### src/common/fuse_ctl_pkg.sv
// Notes on behaviour
// - lock limits debug port to bulk erase
// - lock bit is flash_control bit 6
// - level zero ends by reset alone, which clears the lock
// - global erase also clears external RAM
// - lock clears on reset, writes only set
// - lock blocks external code and RAM reads
// - lock protects only with level0 fuse blown
// - blown fuses stay set, never overridden
// - lock refuses page zero page erase
// - lock suppresses writes to page zero
// - level1 fuse disables debug port forever
// - level1 fuse sampled during reset
// - pin level readable at status bit 5
// - first burn step writes arm code
// - second step selects exactly one fuse
// - fuse burns only while burn code held
// - other trigger value stops burning at once
// - processor mass erase needs arm, pattern, debug port
package fuse_ctl_pkg;
   // processor special register space
   localparam logic [7:0]  FLASH_CONTROL_ADDR   = 8'hb2;
   localparam logic [7:0]  ERASE_ADDR           = 8'h94;
   localparam logic [7:0]  PAGE_SELECT_ADDR     = 8'hb7;
   // mapped into the external data space
   localparam logic [15:0] BURN_TRIGGER_ADDR    = 16'hffd1;
   localparam logic [15:0] FUSE_SELECT_ADDR     = 16'hffd2;
   localparam logic [15:0] SECURITY_STATUS_ADDR = 16'hffd7;
   // flash_control fields
   localparam int WRITE_ENABLE_BIT = 0;
   localparam int MASS_ARM_BIT     = 1;
   localparam int LOCK_BIT         = 6;
   // security_status fields
   localparam int LEVEL1_BIT       = 0;
   localparam int LEVEL0_BIT       = 1;
   localparam int PIN_BIT          = 5;
   // write patterns
   localparam logic [7:0] ARM_CODE      = 8'h54;
   localparam logic [7:0] SELECT_LEVEL0 = 8'h81;
   localparam logic [7:0] SELECT_LEVEL1 = 8'h82;
   localparam logic [7:0] BURN_CODE     = 8'ha6;
   localparam logic [7:0] MASS_PATTERN  = 8'haa;
   localparam logic [7:0] PAGE_PATTERN  = 8'h55;
   // flash page is the address from bit 9 up
   localparam int PAGE_LSB   = 9;
   localparam int PAGE_WIDTH = 7;
   localparam logic [7:0] RESET_BYTE = 8'h00;

   typedef enum logic [2:0] {
      DBG_READ,
      DBG_WRITE,
      DBG_CONTROL,
      DBG_PAGE_ERASE,
      DBG_MASS_ERASE
   } dbg_op_type;

   typedef enum logic [1:0] {
      BURN_IDLE,
      BURN_ARMED,
      BURN_PICK0,
      BURN_PICK1
   } burn_state_type;

   typedef struct packed {
      logic        sfr_wr;
      logic        sfr_rd;
      logic [7:0]  sfr_addr;
      logic        x_wr;
      logic        x_rd;
      logic [15:0] x_addr;
      logic [7:0]  wdata;
   } bus_req_type;

   typedef struct packed {
      logic        valid;
      dbg_op_type  op;
      logic [15:0] addr;
   } dbg_req_type;
endpackage

### src/fuse_burn_seq.sv
`timescale 1ns/100ps
module fuse_burn_seq
   import fuse_ctl_pkg::*;
(
   input  wire logic       clk,
   input  wire logic       reset,
   input  wire logic       select_wr,
   input  wire logic       trigger_wr,
   input  wire logic [7:0] wdata,
   input  wire logic       protect_lock_bit_pin,
   output logic            burn_level0_q,
   output logic            burn_level1_q
);
   burn_state_type state_q, state_d;
   logic           burn0_d, burn1_d;

   always_comb begin
      state_d = state_q;
      burn0_d = burn_level0_q;
      burn1_d = burn_level1_q;
      if (select_wr) begin
         burn0_d = 1'b0;
         burn1_d = 1'b0;
         if (wdata == ARM_CODE)
            state_d = BURN_ARMED;
         else if (state_q == BURN_ARMED && wdata == SELECT_LEVEL0)
            state_d = BURN_PICK0;
         else if (state_q == BURN_ARMED && wdata == SELECT_LEVEL1)
            state_d = BURN_PICK1;
         else
            state_d = BURN_IDLE;
      end else if (trigger_wr) begin
         burn0_d = 1'b0;
         burn1_d = 1'b0;
         case (state_q)
            BURN_PICK0: begin
               if (wdata == BURN_CODE)
                  burn0_d = 1'b1;
               else if (burn_level0_q)
                  state_d = BURN_IDLE;
            end
            BURN_PICK1: begin
               // the pin must stay high or the level1 burn is not driven
               if (wdata == BURN_CODE && protect_lock_bit_pin)
                  burn1_d = 1'b1;
               else if (burn_level1_q)
                  state_d = BURN_IDLE;
            end
            default: ;
         endcase
      end
      if (burn_level1_q && !protect_lock_bit_pin)
         burn1_d = 1'b0;
   end

   always_ff @(posedge clk) begin
      if (reset) begin
         state_q       <= BURN_IDLE;
         burn_level0_q <= 1'b0;
         burn_level1_q <= 1'b0;
      end else begin
         state_q       <= state_d;
         burn_level0_q <= burn0_d;
         burn_level1_q <= burn1_d;
      end
   end
endmodule

### src/program_security_fuse_control.sv
`timescale 1ns/100ps
module program_security_fuse_control
   import fuse_ctl_pkg::*;
(
   input  wire logic                clk,
   input  wire logic                reset,
   input  fuse_ctl_pkg::bus_req_type bus,
   input  wire logic                irq_enabled,
   input  wire logic                level0_fuse_raw,
   input  wire logic                level1_fuse_raw,
   input  wire logic                protect_lock_bit_pin,
   input  fuse_ctl_pkg::dbg_req_type dbg,
   output logic [7:0]               rdata_q,
   output logic                     dbg_port_enable_q,
   output logic                     dbg_grant_q,
   output logic                     dbg_refuse_q,
   output logic                     mass_erase_q,
   output logic                     xram_clear_q,
   output logic                     page_erase_q,
   output logic [6:0]               erase_page_q,
   output logic                     flash_wr_q,
   output logic [15:0]              flash_wr_addr_q,
   output logic [7:0]               flash_wr_data_q,
   output logic                     cpu_refuse_q,
   output logic                     burn_level0_q,
   output logic                     burn_level1_q
);
   import fuse_ctl_pkg::*;

   function automatic logic is_page0(input logic [15:0] a);
      is_page0 = (a[PAGE_LSB +: PAGE_WIDTH] == '0);
   endfunction

   // ---------------- register state ----------------
   logic       lock_q, lock_d;
   logic       wr_en_q, wr_en_d;
   logic       mass_arm_q, mass_arm_d;
   logic [7:0] page_sel_q, page_sel_d;
   logic       level0_q, level0_d;
   logic       level1_q, level1_d;
   logic [7:0] rdata_d;
   logic       protect;
   logic       ctl_wr, erase_wr, page_wr, sel_wr, trig_wr;
   logic       x_flash_wr;

   assign ctl_wr   = bus.sfr_wr && bus.sfr_addr == FLASH_CONTROL_ADDR;
   assign erase_wr = bus.sfr_wr && bus.sfr_addr == ERASE_ADDR;
   assign page_wr  = bus.sfr_wr && bus.sfr_addr == PAGE_SELECT_ADDR;
   assign sel_wr   = bus.x_wr && bus.x_addr == FUSE_SELECT_ADDR;
   assign trig_wr  = bus.x_wr && bus.x_addr == BURN_TRIGGER_ADDR;
   // with write enable set, data stores go to flash instead of RAM
   assign x_flash_wr = bus.x_wr && wr_en_q && !sel_wr && !trig_wr
                       && bus.x_addr != SECURITY_STATUS_ADDR;

   // lock without a blown level0 fuse is inert
   assign protect = lock_q && level0_q;

   always_comb begin
      lock_d     = lock_q;
      wr_en_d    = wr_en_q;
      mass_arm_d = mass_arm_q;
      page_sel_d = page_sel_q;
      if (ctl_wr) begin
         // writing zero cannot clear the lock
         lock_d     = lock_q | bus.wdata[LOCK_BIT];
         mass_arm_d = bus.wdata[MASS_ARM_BIT];
         if (!irq_enabled)
            wr_en_d = bus.wdata[WRITE_ENABLE_BIT];
      end
      if (page_wr)
         page_sel_d = bus.wdata;
      // arm is consumed by any mass erase pattern attempt
      if (erase_wr && bus.wdata == MASS_PATTERN)
         mass_arm_d = 1'b0;
      if (x_flash_wr)
         wr_en_d = 1'b0;
   end

   // fuses: caught while reset is held, then only ever set
   always_comb begin
      if (reset) begin
         level0_d = level0_fuse_raw;
         level1_d = level1_fuse_raw;
      end else begin
         level0_d = level0_q | level0_fuse_raw;
         level1_d = level1_q | level1_fuse_raw;
      end
   end

   always_comb begin
      rdata_d = RESET_BYTE;
      if (bus.sfr_rd && bus.sfr_addr == FLASH_CONTROL_ADDR) begin
         rdata_d[LOCK_BIT]         = lock_q;
         rdata_d[WRITE_ENABLE_BIT] = wr_en_q;
      end else if (bus.sfr_rd && bus.sfr_addr == PAGE_SELECT_ADDR) begin
         rdata_d = page_sel_q;
      end else if (bus.x_rd && bus.x_addr == SECURITY_STATUS_ADDR) begin
         rdata_d[PIN_BIT]    = protect_lock_bit_pin;
         rdata_d[LEVEL0_BIT] = level0_q;
         rdata_d[LEVEL1_BIT] = level1_q;
      end
   end

   always_ff @(posedge clk) begin
      level0_q <= level0_d;
      level1_q <= level1_d;
      if (reset) begin
         lock_q     <= 1'b0;
         wr_en_q    <= 1'b0;
         mass_arm_q <= 1'b0;
         page_sel_q <= RESET_BYTE;
         rdata_q    <= RESET_BYTE;
      end else begin
         lock_q     <= lock_d;
         wr_en_q    <= wr_en_d;
         mass_arm_q <= mass_arm_d;
         page_sel_q <= page_sel_d;
         rdata_q    <= rdata_d;
      end
   end

   // ---------------- flash operations ----------------
   logic        dbg_en_d, grant_d, refuse_d;
   logic        mass_d, page_d, fwr_d, cref_d;
   logic [6:0]  page_num_d;
   logic [15:0] fwr_addr_d;
   logic [7:0]  fwr_data_d;

   always_comb begin
      dbg_en_d   = !level1_d;
      grant_d    = 1'b0;
      refuse_d   = 1'b0;
      mass_d     = 1'b0;
      page_d     = 1'b0;
      fwr_d      = 1'b0;
      cref_d     = 1'b0;
      page_num_d = erase_page_q;
      fwr_addr_d = flash_wr_addr_q;
      fwr_data_d = flash_wr_data_q;
      // processor erase commands
      if (erase_wr && bus.wdata == MASS_PATTERN) begin
         if (mass_arm_q && dbg_port_enable_q)
            mass_d = 1'b1;
         else
            cref_d = 1'b1;
      end else if (erase_wr && bus.wdata == PAGE_PATTERN) begin
         page_num_d = page_sel_q[7:1];
         if (protect && page_sel_q[7:1] == '0)
            cref_d = 1'b1;
         else
            page_d = 1'b1;
      end
      // processor stores into flash
      if (x_flash_wr) begin
         if (protect && is_page0(bus.x_addr)) begin
            cref_d = 1'b1;
         end else begin
            fwr_d      = 1'b1;
            fwr_addr_d = bus.x_addr;
            fwr_data_d = bus.wdata;
         end
      end
      // debug port requests
      if (dbg.valid) begin
         if (!dbg_port_enable_q) begin
            refuse_d = 1'b1;
         end else if (protect) begin
            // only bulk erase passes; reads of code and RAM are shut
            if (dbg.op == DBG_MASS_ERASE) begin
               grant_d = 1'b1;
               mass_d  = 1'b1;
            end else begin
               refuse_d = 1'b1;
            end
         end else begin
            grant_d = 1'b1;
            if (dbg.op == DBG_MASS_ERASE)
               mass_d = 1'b1;
            if (dbg.op == DBG_PAGE_ERASE) begin
               page_d     = 1'b1;
               page_num_d = dbg.addr[PAGE_LSB +: PAGE_WIDTH];
            end
         end
      end
   end

   always_ff @(posedge clk) begin
      if (reset) begin
         dbg_port_enable_q <= 1'b0;
         dbg_grant_q       <= 1'b0;
         dbg_refuse_q      <= 1'b0;
         mass_erase_q      <= 1'b0;
         xram_clear_q      <= 1'b0;
         page_erase_q      <= 1'b0;
         erase_page_q      <= '0;
         flash_wr_q        <= 1'b0;
         flash_wr_addr_q   <= '0;
         flash_wr_data_q   <= RESET_BYTE;
         cpu_refuse_q      <= 1'b0;
      end else begin
         dbg_port_enable_q <= dbg_en_d;
         dbg_grant_q       <= grant_d;
         dbg_refuse_q      <= refuse_d;
         mass_erase_q      <= mass_d;
         // the RAM wipe follows every global erase, locked or not
         xram_clear_q      <= mass_d;
         page_erase_q      <= page_d;
         erase_page_q      <= page_num_d;
         flash_wr_q        <= fwr_d;
         flash_wr_addr_q   <= fwr_addr_d;
         flash_wr_data_q   <= fwr_data_d;
         cpu_refuse_q      <= cref_d;
      end
   end

   fuse_burn_seq u_burn (
      .clk           (clk),
      .reset         (reset),
      .select_wr     (sel_wr),
      .trigger_wr    (trig_wr),
      .wdata         (bus.wdata),
      .protect_lock_bit_pin    (protect_lock_bit_pin),
      .burn_level0_q (burn_level0_q),
      .burn_level1_q (burn_level1_q)
   );
endmodule

### config.mk
export PLATFORM = sky130hd
export DESIGN_NAME = program_security_fuse_control
export DESIGN_NICKNAME = d
export VERILOG_FILES = /design/src/common/fuse_ctl_pkg.sv /design/src/fuse_burn_seq.sv /design/src/program_security_fuse_control.sv
export SDC_FILE = /design/constraint.sdc
export NUM_CORES = 1
export LEC_CHECK = 0
export BUFFER_PORTS_ARGS = -buffer_cell sky130_fd_sc_hd__buf_2
export CORE_ASPECT_RATIO = 1.4
export CORE_MARGIN = 2
export CORE_UTILIZATION = 49
export DETAILED_ROUTE_END_ITERATION = 12
export PLACE_DENSITY = 0.8
export SLEW_MARGIN = 5
export SYNTH_ARGS = -nofsm -noshare
export SYNTH_HDL_FRONTEND = slang
export SYNTH_HIERARCHICAL = 1
export SYNTH_SLANG_ARGS = --single-unit
export TNS_END_PERCENT = 30
### constraint.sdc
create_clock -name clk -period 2.5 [get_ports clk]
set_input_delay 0.25 -clock clk [delete_from_list [all_inputs] [get_ports clk]]
set_output_delay 0.25 -clock clk [all_outputs]
set_load 0.05 [all_outputs]
Yosys cells after proc, flatten, opt, wreduce, memory -nomap -nowiden

Cells that the tools add are included.

Output and inout port bits: 49
Logic and storage cells: 148
Register bits after elaboration: 63
Bits of input ports: 62

Multiplexer cells: 53
Bitwise gates (word level): 9
Reductions and logical operators: 42
Equality and inequality tests: 22

Operator list:

| cell                   | number |
|---|---|
| $eq A8 B8 Y1 const B   | 7 |
| $eq A16 B16 Y1 const B | 3 |
| $mux W7                | 6 |
| $mux W1                | 35 |
| $logic_and A1 B1 Y1    | 22 |
| $mux W2                | 11 |
| $eq A8 B7 Y1 const B   | 2 |
| $ne A16 B16 Y1 const B | 1 |
| $logic_not A7 Y1       | 2 |
| $reduce_or A2 Y1       | 6 |
| $reduce_or A3 Y1       | 3 |
| $ne A3 B2 Y1 const B   | 2 |
| $ne A3 B3 Y1 const B   | 2 |
| $not A1 Y1             | 6 |
| $reduce_and A6 Y1      | 1 |
| $eq A2 B2 Y1 const B   | 2 |
| $logic_not A1 Y1       | 4 |
| $pmux W2 S2            | 1 |
| $reduce_and A2 Y1      | 2 |
| $eq A3 B2 Y1 const B   | 1 |
| $eq A3 B3 Y1 const B   | 1 |
| $or A1 B1 Y1           | 3 |
| $reduce_bool A3 Y1     | 1 |
| $eq A2 B1 Y1 const B   | 1 |
| $reduce_bool A2 Y1     | 1 |

Longest topological paths before layout

Gate-level depths: netlist (run 1).

Word-level depth: 9
Gate-level depth with buffers: 8
Depth with buffers taken out: 8

Hierarchy

The synthesis (run 1) kept the hierarchy.

By module, submodules not included:

| module                        | area each (um2) | times used | cells each | seq. area each (um2) |
|---|---|---|---|---|
| program_security_fuse_control | 2588.7          | 1          | 285        | 1181.1 |
| fuse_burn_seq                 | 281.5           | 1          | 37         | 80.1 |

Worst setup path before layout (run 1)

OpenSTA, ideal clock, no wires.

Path type: input-to-reg
Start: input bus[13] in the netlist's numbering
End: register u_burn.state_q[1]
Data required time: 2.433 ns
Buffers on the path: 0
Library setup time: 0.067 ns
Path slack: 0.495 ns
Cell stages on the path: 7
Arrival: 1.938 ns
Path through: nand4b_1 > nor4_1 > nand3b_1 > nor3b_1 > nand4_1 > o32a_1 > o21ai_2

Word-level cells in the longest chain between the ends: 4
Elaborated cells on any way between the ends: 12
Classes of those cells: eq/ne (6); mux (1); reduce/logical (5)

Ends and longest elaborated chain:

| what                                                  | line                                | source |
|---|---|---|
| start, declared                                       | program_security_fuse_control.sv:7  | `input fuse_ctl_pkg::bus_req_type bus,` |
| $eq A16 B16 Y1 (*)                                    | program_security_fuse_control.sv:49 | `assign sel_wr = bus.x_wr && bus.x_addr == FUSE_SELECT_ADDR;` |
| $logic_and A1 B1 Y1 (*)                               | program_security_fuse_control.sv:49 |  |
| named net sel_wr                                      | program_security_fuse_control.sv:43 | `logic ctl_wr, erase_wr, page_wr, sel_wr, trig_wr;` |
| $ne A3 B2 Y1 (no source line) (tied with other cells) | -                                   |  |
| $reduce_and A6 Y1 (no source line)                    | -                                   |  |
| end signal, assigned                                  | fuse_burn_seq.sv:62                 | `state_q <= state_d;` |
| end, declared                                         | fuse_burn_seq.sv:14                 | `burn_state_type state_q, state_d;` |

Mark *: on every way through the listed nets, which the timed path passes. The rest lies on a longest branch.
A chain may end at the register's enable or synchronous reset.

Worst setup path in the final report (run 1)

Ends and elaborated chain as after synthesis.

==> results of run 1 <==
-- power by group --
part           internal (mW)  switching [mW]
clock network          0.504           0.365
registers               1.01         0.00385
logic                 0.0577          0.0954
total                   1.57           0.464
-- stage by stage --
step	std cells	setup WS, ps	util, %
detailed placement	486	242	59.7
global route	501	415	63.1
floorplan	322	495	-
finish	501	537	63.1
CTS	501	580	63.1
global placement	486	238	59.7
-- cells in the final DEF, fill, tap and decap left out, types with 2 or more instances in the layout --
cell	count
dfxtp_1	63
o211ai_1	8
mux2i_1	32
a21o_1	2
nor2_1	18
buf_2	101
and4_1	2
a221oi_1	3
nand2b_1	2
inv_1	3
or2_2	2
inv_2	2
a21oi_1	6
and2_1	5
buf_4	8
a31oi_1	2
nand3_1	11
clkbuf_8	11
xnor2_1	2
nor3_1	6
and2_0	2
nand3b_1	3
and3_1	5
or4_1	2
o21ai_0	2
nand2_1	70
nand4bb_1	3
nand4_1	16
nor4_1	7
o32ai_1	2
clkinv_2	3
or4_4	2
nor3b_1	5
-- registers in the layout, indices dropped and copies added (netlist names), 2 cells and up --
| signal | cells |
|---|---|
| rdata_q | 8 |
| erase_page_q | 7 |
| page_sel_q | 8 |
| u_burn/state_q | 2 |
| flash_wr_addr_q | 16 |
| flash_wr_data_q | 8 |
-- routing by layer --
| layer | GRT usage (%) | up-vias | wire (um) |
|---|---|---|---|
| li1 | - | 1381 | - |
| met1 | 26.7 | 1289 | 2990 |
| met2 | 41.0 | 120 | 3760 |
| met3 | 6.56 | 16 | 636 |
| met4 | 13.8 | 0 | 190 |
| met5 | 0 | - | 0 |
-- final cells by class --
class	instances	area share (%)
clock inverters	4	1.24
multi-input cells	239	41.2
flip-flops and latches	63	34.8
well taps	70	2.42
clock buffers	11	4.18
repair buffers	109	15.6
inverters	5	0.518
-- critical path, delay by kind of cell --
family,cells,cell delay (ps)
buffers and inverters,2,290
AO/OA/AOI/OAI,2,450
AND/OR/NAND/NOR,5,1230
-- worst max-delay path by stage --
stage                              endpoint  slack (ps)  cells after the start
after floorplan           u_burn/state_q[1]         500                      7
after global routing      u_burn/state_q[1]         420                      9
after CTS                 u_burn/state_q[1]         580                      9
after detailed placement  u_burn/state_q[1]         240                      9
final                     u_burn/state_q[1]         540                      9
after global placement    u_burn/state_q[1]         240                      9
-- kinds of logic after synthesis --
| kind of cell | share of synthesized area [%] |
|---|---|
| and+or+nand+nor | 30.6 |
| buffers and inverters | 4.01 |
| DFF | 43.9 |
| AOI/OAI and AO/OA | 9.33 |
| muxes | 11.6 |
| xor gates and xnor gates | 0.610 |
==> summary.md, run 1 <==
| Metric | Value |
|---|---|
| Resized Gates After CTS | `0` |
| First-pass GRT wire length | `11900 um` |
| Count of final hold-check violations | `0` |
| FP Rows | `33` |
| Worst-case clock skew | `5.23 ps` |
| Global route overflow | `0` |
| Avg WL per Cell | `15.1 um` |
| Final Cycle Share | `78.5%` |
| Hold worst-path end | `level0_q` |
| Share of cells above drive strength 1 | `31.1%` |
| Multi-input logic area | `1490 sq um` |
| Syn. warnings | `6` |
| Hold crit path type | `in -> reg` |
| MaxCap Viol Count | `0` |
| Syn nets | `384` |
| N_diodes | `0` |
| CP Launch Point | `bus[13]` |
| CP Capture Type | `flop` |
| Count leader, synth | `nand2_1` |
| Die Y | `94.6 um` |
| Area Growth Syn to Fin | `26.2%` |
| Pleak | `1.50 nW` |
| CP Max Fanout | `5` |
| Peak supply drop | `0.000296 V` |
| Clock sinks | `63` |
| Post-synth cell types | `54` |
| Flops & latches, synth | `63` |
| Largest net degree at the start of global routing | `31` |
| Initial core utilization | `50.0%` |
| Hpwl dp | `5690 um` |
| Synth area leader | `dfxtp_1` |
| Post-synth top cells | `nand2_1 (70), dfxtp_1 (63), mux2i_1 (32), nor2_1 (18), nand4_1 (16)` |
| Clk_lat worst skew | `330 ps` |
| Max Buffers Root-to-Sink | `2` |
| Number of global-route vias before repair | `2674` |
| Pre-antenna DRT Iters | `4` |
| Count of buffers from port buffering | `101` |
| Core box area | `5740 sq um` |
| FF-to-FF path depth | `5` |
| I/O pins | `111` |
| H-tree depth | `3` |
| FF-to-FF Start | `lock_q` |
| Setup TNS | `0 ps` |
| Ys async rst share | `0%` |
| CP Launch Type | `input pin` |
| Slew Limit Fails | `0` |
| Hold-fix buffers at CTS | `0` |
| Setup Buffers After CTS | `0` |
| Global Route Usage Sum | `24.4%` |
| Die area | `6490 sq um` |
| Worst r2r dst | `flash_wr_data_q[2]` |
| CTS tree | `built` |
| Synthesized area | `2870 sq um` |
| Post-synthesis sequential area ratio | `43.9%` |
| Dpl cell area | `3430 sq um` |
| Cell Chain, Critical Path | `buf_2 > nand4b_1 > nor4_1 > buf_4 > nand3b_1 > nor3b_1 > nand4_1 > o32a_1 > o21ai_2` |
| Period minus WS final | `1960 ps` |
| Residual DRC count | `0` |
| Initial antenna violation count | `0` |
| Final hold slack | `89.5 ps` |
| Max_slew headroom | `60.0%` |
| Top post-synthesis cells by area | `dfxtp_1 (44%), mux2i_1 (11%), nand2_1 (9.2%), nand4_1 (3.5%), nor2_1 (2.4%)` |
| RD Place Congestion | `0.930` |
| Clock transition at path regs | `60 ps` |
| CTS Root Cell | `clkbuf_8` |
| Final nets | `489` |
| Crit-path slowest cell | `nor3b_1` |
| RSZ-0062 raised after global routing | `false` |
| Critical Path AT | `2230 ps` |
| Worst Hold Launch | `level0_fuse_raw` |
| Crit path required time | `2770 ps` |
| Worst Tran Pin Value | `594 ps` |
| Avg Cell Area, Syn | `8.91 sq um` |
| Post-synth top area share | `43.9%` |
| Synth Flop Type | `dfxtp_1` |
| Worst reg-to-reg setup slack | `870 ps` |
| Synth Instances | `322` |
| Pwr Density | `561 nW/um^2` |
| Fillers | `531` |
| Fmax | `509 MHz` |
| Non-Filler Cell Area, Final | `3620 sq um` |
| Total number of vias | `2806` |
| Iteration-0 DRC Markers | `201` |
| ANT nets after route | `0` |
| Max incr delay on CP | `470 ps` |
| Final wirelength | `7580 um` |
| Status | `finished clean` |
| CTS buffer count | `9` |
| Total power | `2.03 mW` |
| Final setup vio count | `0` |
| Post-synth EDFFs | `0` |
| Register area | `1260 sq um` |
| CP Class | `in -> reg` |
| Die Span X | `68.7 um` |
| Hold path cells | `2` |
| Via density | `5.60` |
Note: power is estimated with default switching activity, not from simulation.
==> run 2: changes to the inputs <==
--- a/config.mk
+++ b/config.mk
@@ -8,9 +8,9 @@
 export BUFFER_PORTS_ARGS = -buffer_cell sky130_fd_sc_hd__buf_2
 export CORE_ASPECT_RATIO = 1.4
 export CORE_MARGIN = 2
-export CORE_UTILIZATION = 49
+export CORE_UTILIZATION = 44
 export DETAILED_ROUTE_END_ITERATION = 12
-export PLACE_DENSITY = 0.8
+export PLACE_DENSITY = 0.76
 export SLEW_MARGIN = 5
 export SYNTH_ARGS = -nofsm -noshare
 export SYNTH_HDL_FRONTEND = slang
==> constraint.sdc (replaced) <==
create_clock -name clk -period 1.7 [get_ports clk]
set_input_delay 0.17 -clock clk [delete_from_list [all_inputs] [get_ports clk]]
set_output_delay 0.17 -clock clk [all_outputs]
set_load 0.05 [all_outputs]
==> run 2 against run 1 <==
- combinational power up 66%
- worst hold slack got worse by 56 ps
- highest routed layer unchanged
- critical path type is now reg -> reg
- routed wire length is 1.5% higher
- clock power rose by 72%
==> summary.md, run 2 (synthesized netlist as in run 1, its figures left out) <==
| Metric | Value |
|---|---|
| CP Max Fanout | `6 (was 5)` |
| Setup Buffers After CTS | `0 (unchanged)` |
| H-tree depth | `3 (unchanged)` |
| Die Y | `99.6 um (was 94.6 um)` |
| Dpl cells | `505 (was 486)` |
| RD Place Congestion | `0.894 (was 0.930)` |
| Max_slew headroom | `67.3% (was 60.0%)` |
| Setup ws final | `147 ps (was 537 ps)` |
| Int Pwr | `2.46 mW (was 1.57 mW)` |
| CP Launch Type | `flop (was input pin)` |
| Combinational Power Share | `7.9% (was 7.5%)` |
| CTS tree | `built (unchanged)` |
| RSZ-0062 raised after global routing | `false (unchanged)` |
| FF-to-FF Start | `u_burn/state_q[0] (was lock_q)` |
| Final wirelength | `7690 um (was 7580 um)` |
| Layout Utilization | `61.2% (was 63.1%)` |
| Count of buffers from port buffering | `101 (unchanged)` |
| Number of global-route vias before repair | `2697 (was 2674)` |
| Worst Tran Pin Value | `486 ps (was 594 ps)` |
| Final hold slack | `33.6 ps (was 89.5 ps)` |
| Hpwl dp | `5800 um (was 5690 um)` |
| Non-Filler Cell Area, Final | `3830 sq um (was 3620 sq um)` |
| Clk_lat worst skew | `340 ps (was 330 ps)` |
| Hold worst-path end | `level0_q (unchanged)` |
| Slew Limit Fails | `0 (unchanged)` |
| Sw frac | `24.0% (was 22.8%)` |
| Die area | `7190 sq um (was 6490 sq um)` |
| Register area | `1260 sq um (unchanged)` |
| CTS buffer count | `9 (unchanged)` |
| Initial antenna violation count | `0 (unchanged)` |
| Status | `finished clean (unchanged)` |
| Core box area | `6250 sq um (was 5740 sq um)` |
| Largest Register | `flash_wr_addr_q (unchanged)` |
| I/O pins | `111 (unchanged)` |
| Max Buffers Root-to-Sink | `2 (unchanged)` |
| Setup TNS | `0 ps (unchanged)` |
| Pwr Density | `844 nW/um^2 (was 561 nW/um^2)` |
| Critical Path AT | `1830 ps (was 2230 ps)` |
| Global route overflow | `0 (unchanged)` |
| Fmax | `644 MHz` |
| Avg WL per Cell | `14.7 um (was 15.1 um)` |
| Global Route Usage Sum | `22.3% (was 24.4%)` |
| Non-Filler Instances | `522 (was 501)` |
| Most frequent cells in the layout | `buf_2 (101), nand2_1 (70), dfxtp_1 (63) (unchanged)` |
| Pleak | `1.61 nW (was 1.50 nW)` |
| CP Class | `reg -> reg (was in -> reg)` |
| Share of cells above drive strength 1 | `34.2% (was 31.1%)` |
| Final Cycle Share | `91.3%` |
| Hold path cells | `2 (unchanged)` |
| Final nets | `507 (was 489)` |
| Clock Power Share | `46.2% (was 42.7%)` |
| Clock sinks | `63 (unchanged)` |
| Largest net degree at the start of global routing | `29 (was 31)` |
| CP Capture Type | `flop (unchanged)` |
| Most common cell after layout, fill and taps aside | `buf_2 (unchanged)` |
| Final setup vio count | `0 (unchanged)` |
| Count of final hold-check violations | `0 (unchanged)` |
| Fillers | `555 (was 531)` |
| FF-to-FF path depth | `4 (was 5)` |
| Initial core utilization | `45.9% (was 50.0%)` |
| Dpl cell area | `3580 sq um (was 3430 sq um)` |
| Pre-antenna DRT Iters | `4 (unchanged)` |
| Iteration-0 DRC Markers | `181 (was 201)` |
| Clock transition at path regs | `80 ps (was 60 ps)` |
| Crit path required time | `1970 ps (was 2770 ps)` |
| Die Span X | `72.3 um (was 68.7 um)` |
| Hold crit path type | `in -> reg (unchanged)` |
| MaxCap Viol Count | `0 (unchanged)` |
| Worst Hold Launch | `level0_fuse_raw (unchanged)` |
| Max FFs per register | `16 (unchanged)` |
| Residual DRC count | `0 (unchanged)` |
| Peak supply drop | `0.000625 V (was 0.000296 V)` |
| First-pass GRT wire length | `12500 um (was 11900 um)` |
| Total power | `3.23 mW (was 2.03 mW)` |
| Place WS | `-193 ps (was 242 ps)` |
| Area Growth Syn to Fin | `33.4% (was 26.2%)` |
| Worst-case clock skew | `11.2 ps (was 5.23 ps)` |
| Total number of vias | `2891 (was 2806)` |
| Sequential share of power | `46.0% (was 49.8%)` |
| N_diodes | `0 (unchanged)` |
| Psw | `0.775 mW (was 0.464 mW)` |
| ANT nets after route | `0 (unchanged)` |
| FP Rows | `34 (was 33)` |
| Worst r2r dst | `u_burn/state_q[1] (was flash_wr_data_q[2])` |
| Period minus WS final | `1550 ps` |
| CTS Root Cell | `clkbuf_8 (unchanged)` |
| Via density | `5.54 (was 5.60)` |
| Multi-input logic area | `1510 sq um (was 1490 sq um)` |
| Worst reg-to-reg setup slack | `150 ps (was 870 ps)` |
==> run 2: worst max-delay path, stage by stage (launching register included) <==
cell and delay, ps:
dfxtp_1 460, inv_2 60, or4_4 540, o32a_1 360, o21ai_2 60
==> run 2: per-layer routing <==
| layer | up-vias | global-route usage [%] | wire length (um) |
|---|---|---|---|
| met5 | - | 0 | 0 |
| met4 | 0 | 11.9 | 297 |
| met3 | 23 | 6.48 | 612 |
| met2 | 127 | 36.3 | 3640 |
| met1 | 1323 | 26.0 | 3140 |
| li1 | 1418 | - | - |
==> run 2: power by group through the flow <==
stage	sequential [mW]	clock, mW	combinational [mW]
2_1_floorplan	1.53	0	0.0870
3_3_place_gp	1.52	0	0.242
3_5_place_dp	1.52	0	0.248
4_1_cts	1.49	1.52	0.250
5_1_grt	1.49	1.59	0.278
6_report	1.49	1.49	0.254
==> run 2: worst max path at each step <==
stage	endpoint	start	slack, ps
floorplan	erase_page_q[3]	dbg_port_enable_q	10
global placement	u_burn/state_q[1]	bus[11]	-120
detailed placement	u_burn/state_q[1]	bus[11]	-190
CTS	u_burn/state_q[1]	u_burn/state_q[0]	160
global route	u_burn/state_q[1]	bus[11]	50
finish	u_burn/state_q[1]	u_burn/state_q[0]	150
==> run 2: area by class of cell <==
cell class | count | share of cell area [%]
clock inverter | 6 | 2.42
inverter | 5 | 0.490
tap | 72 | 2.35
sequential | 63 | 32.9
multi-input combinational | 239 | 39.5
timing repair buffer | 127 | 18.7
clock buffer | 10 | 3.59
==> run 2: timing repair <==
item,in CTS,in global routing
gates resized for setup,0,1
hold buffers,1,0
endpoints found under the setup margin,0,1
hold endpoints to repair,1,0
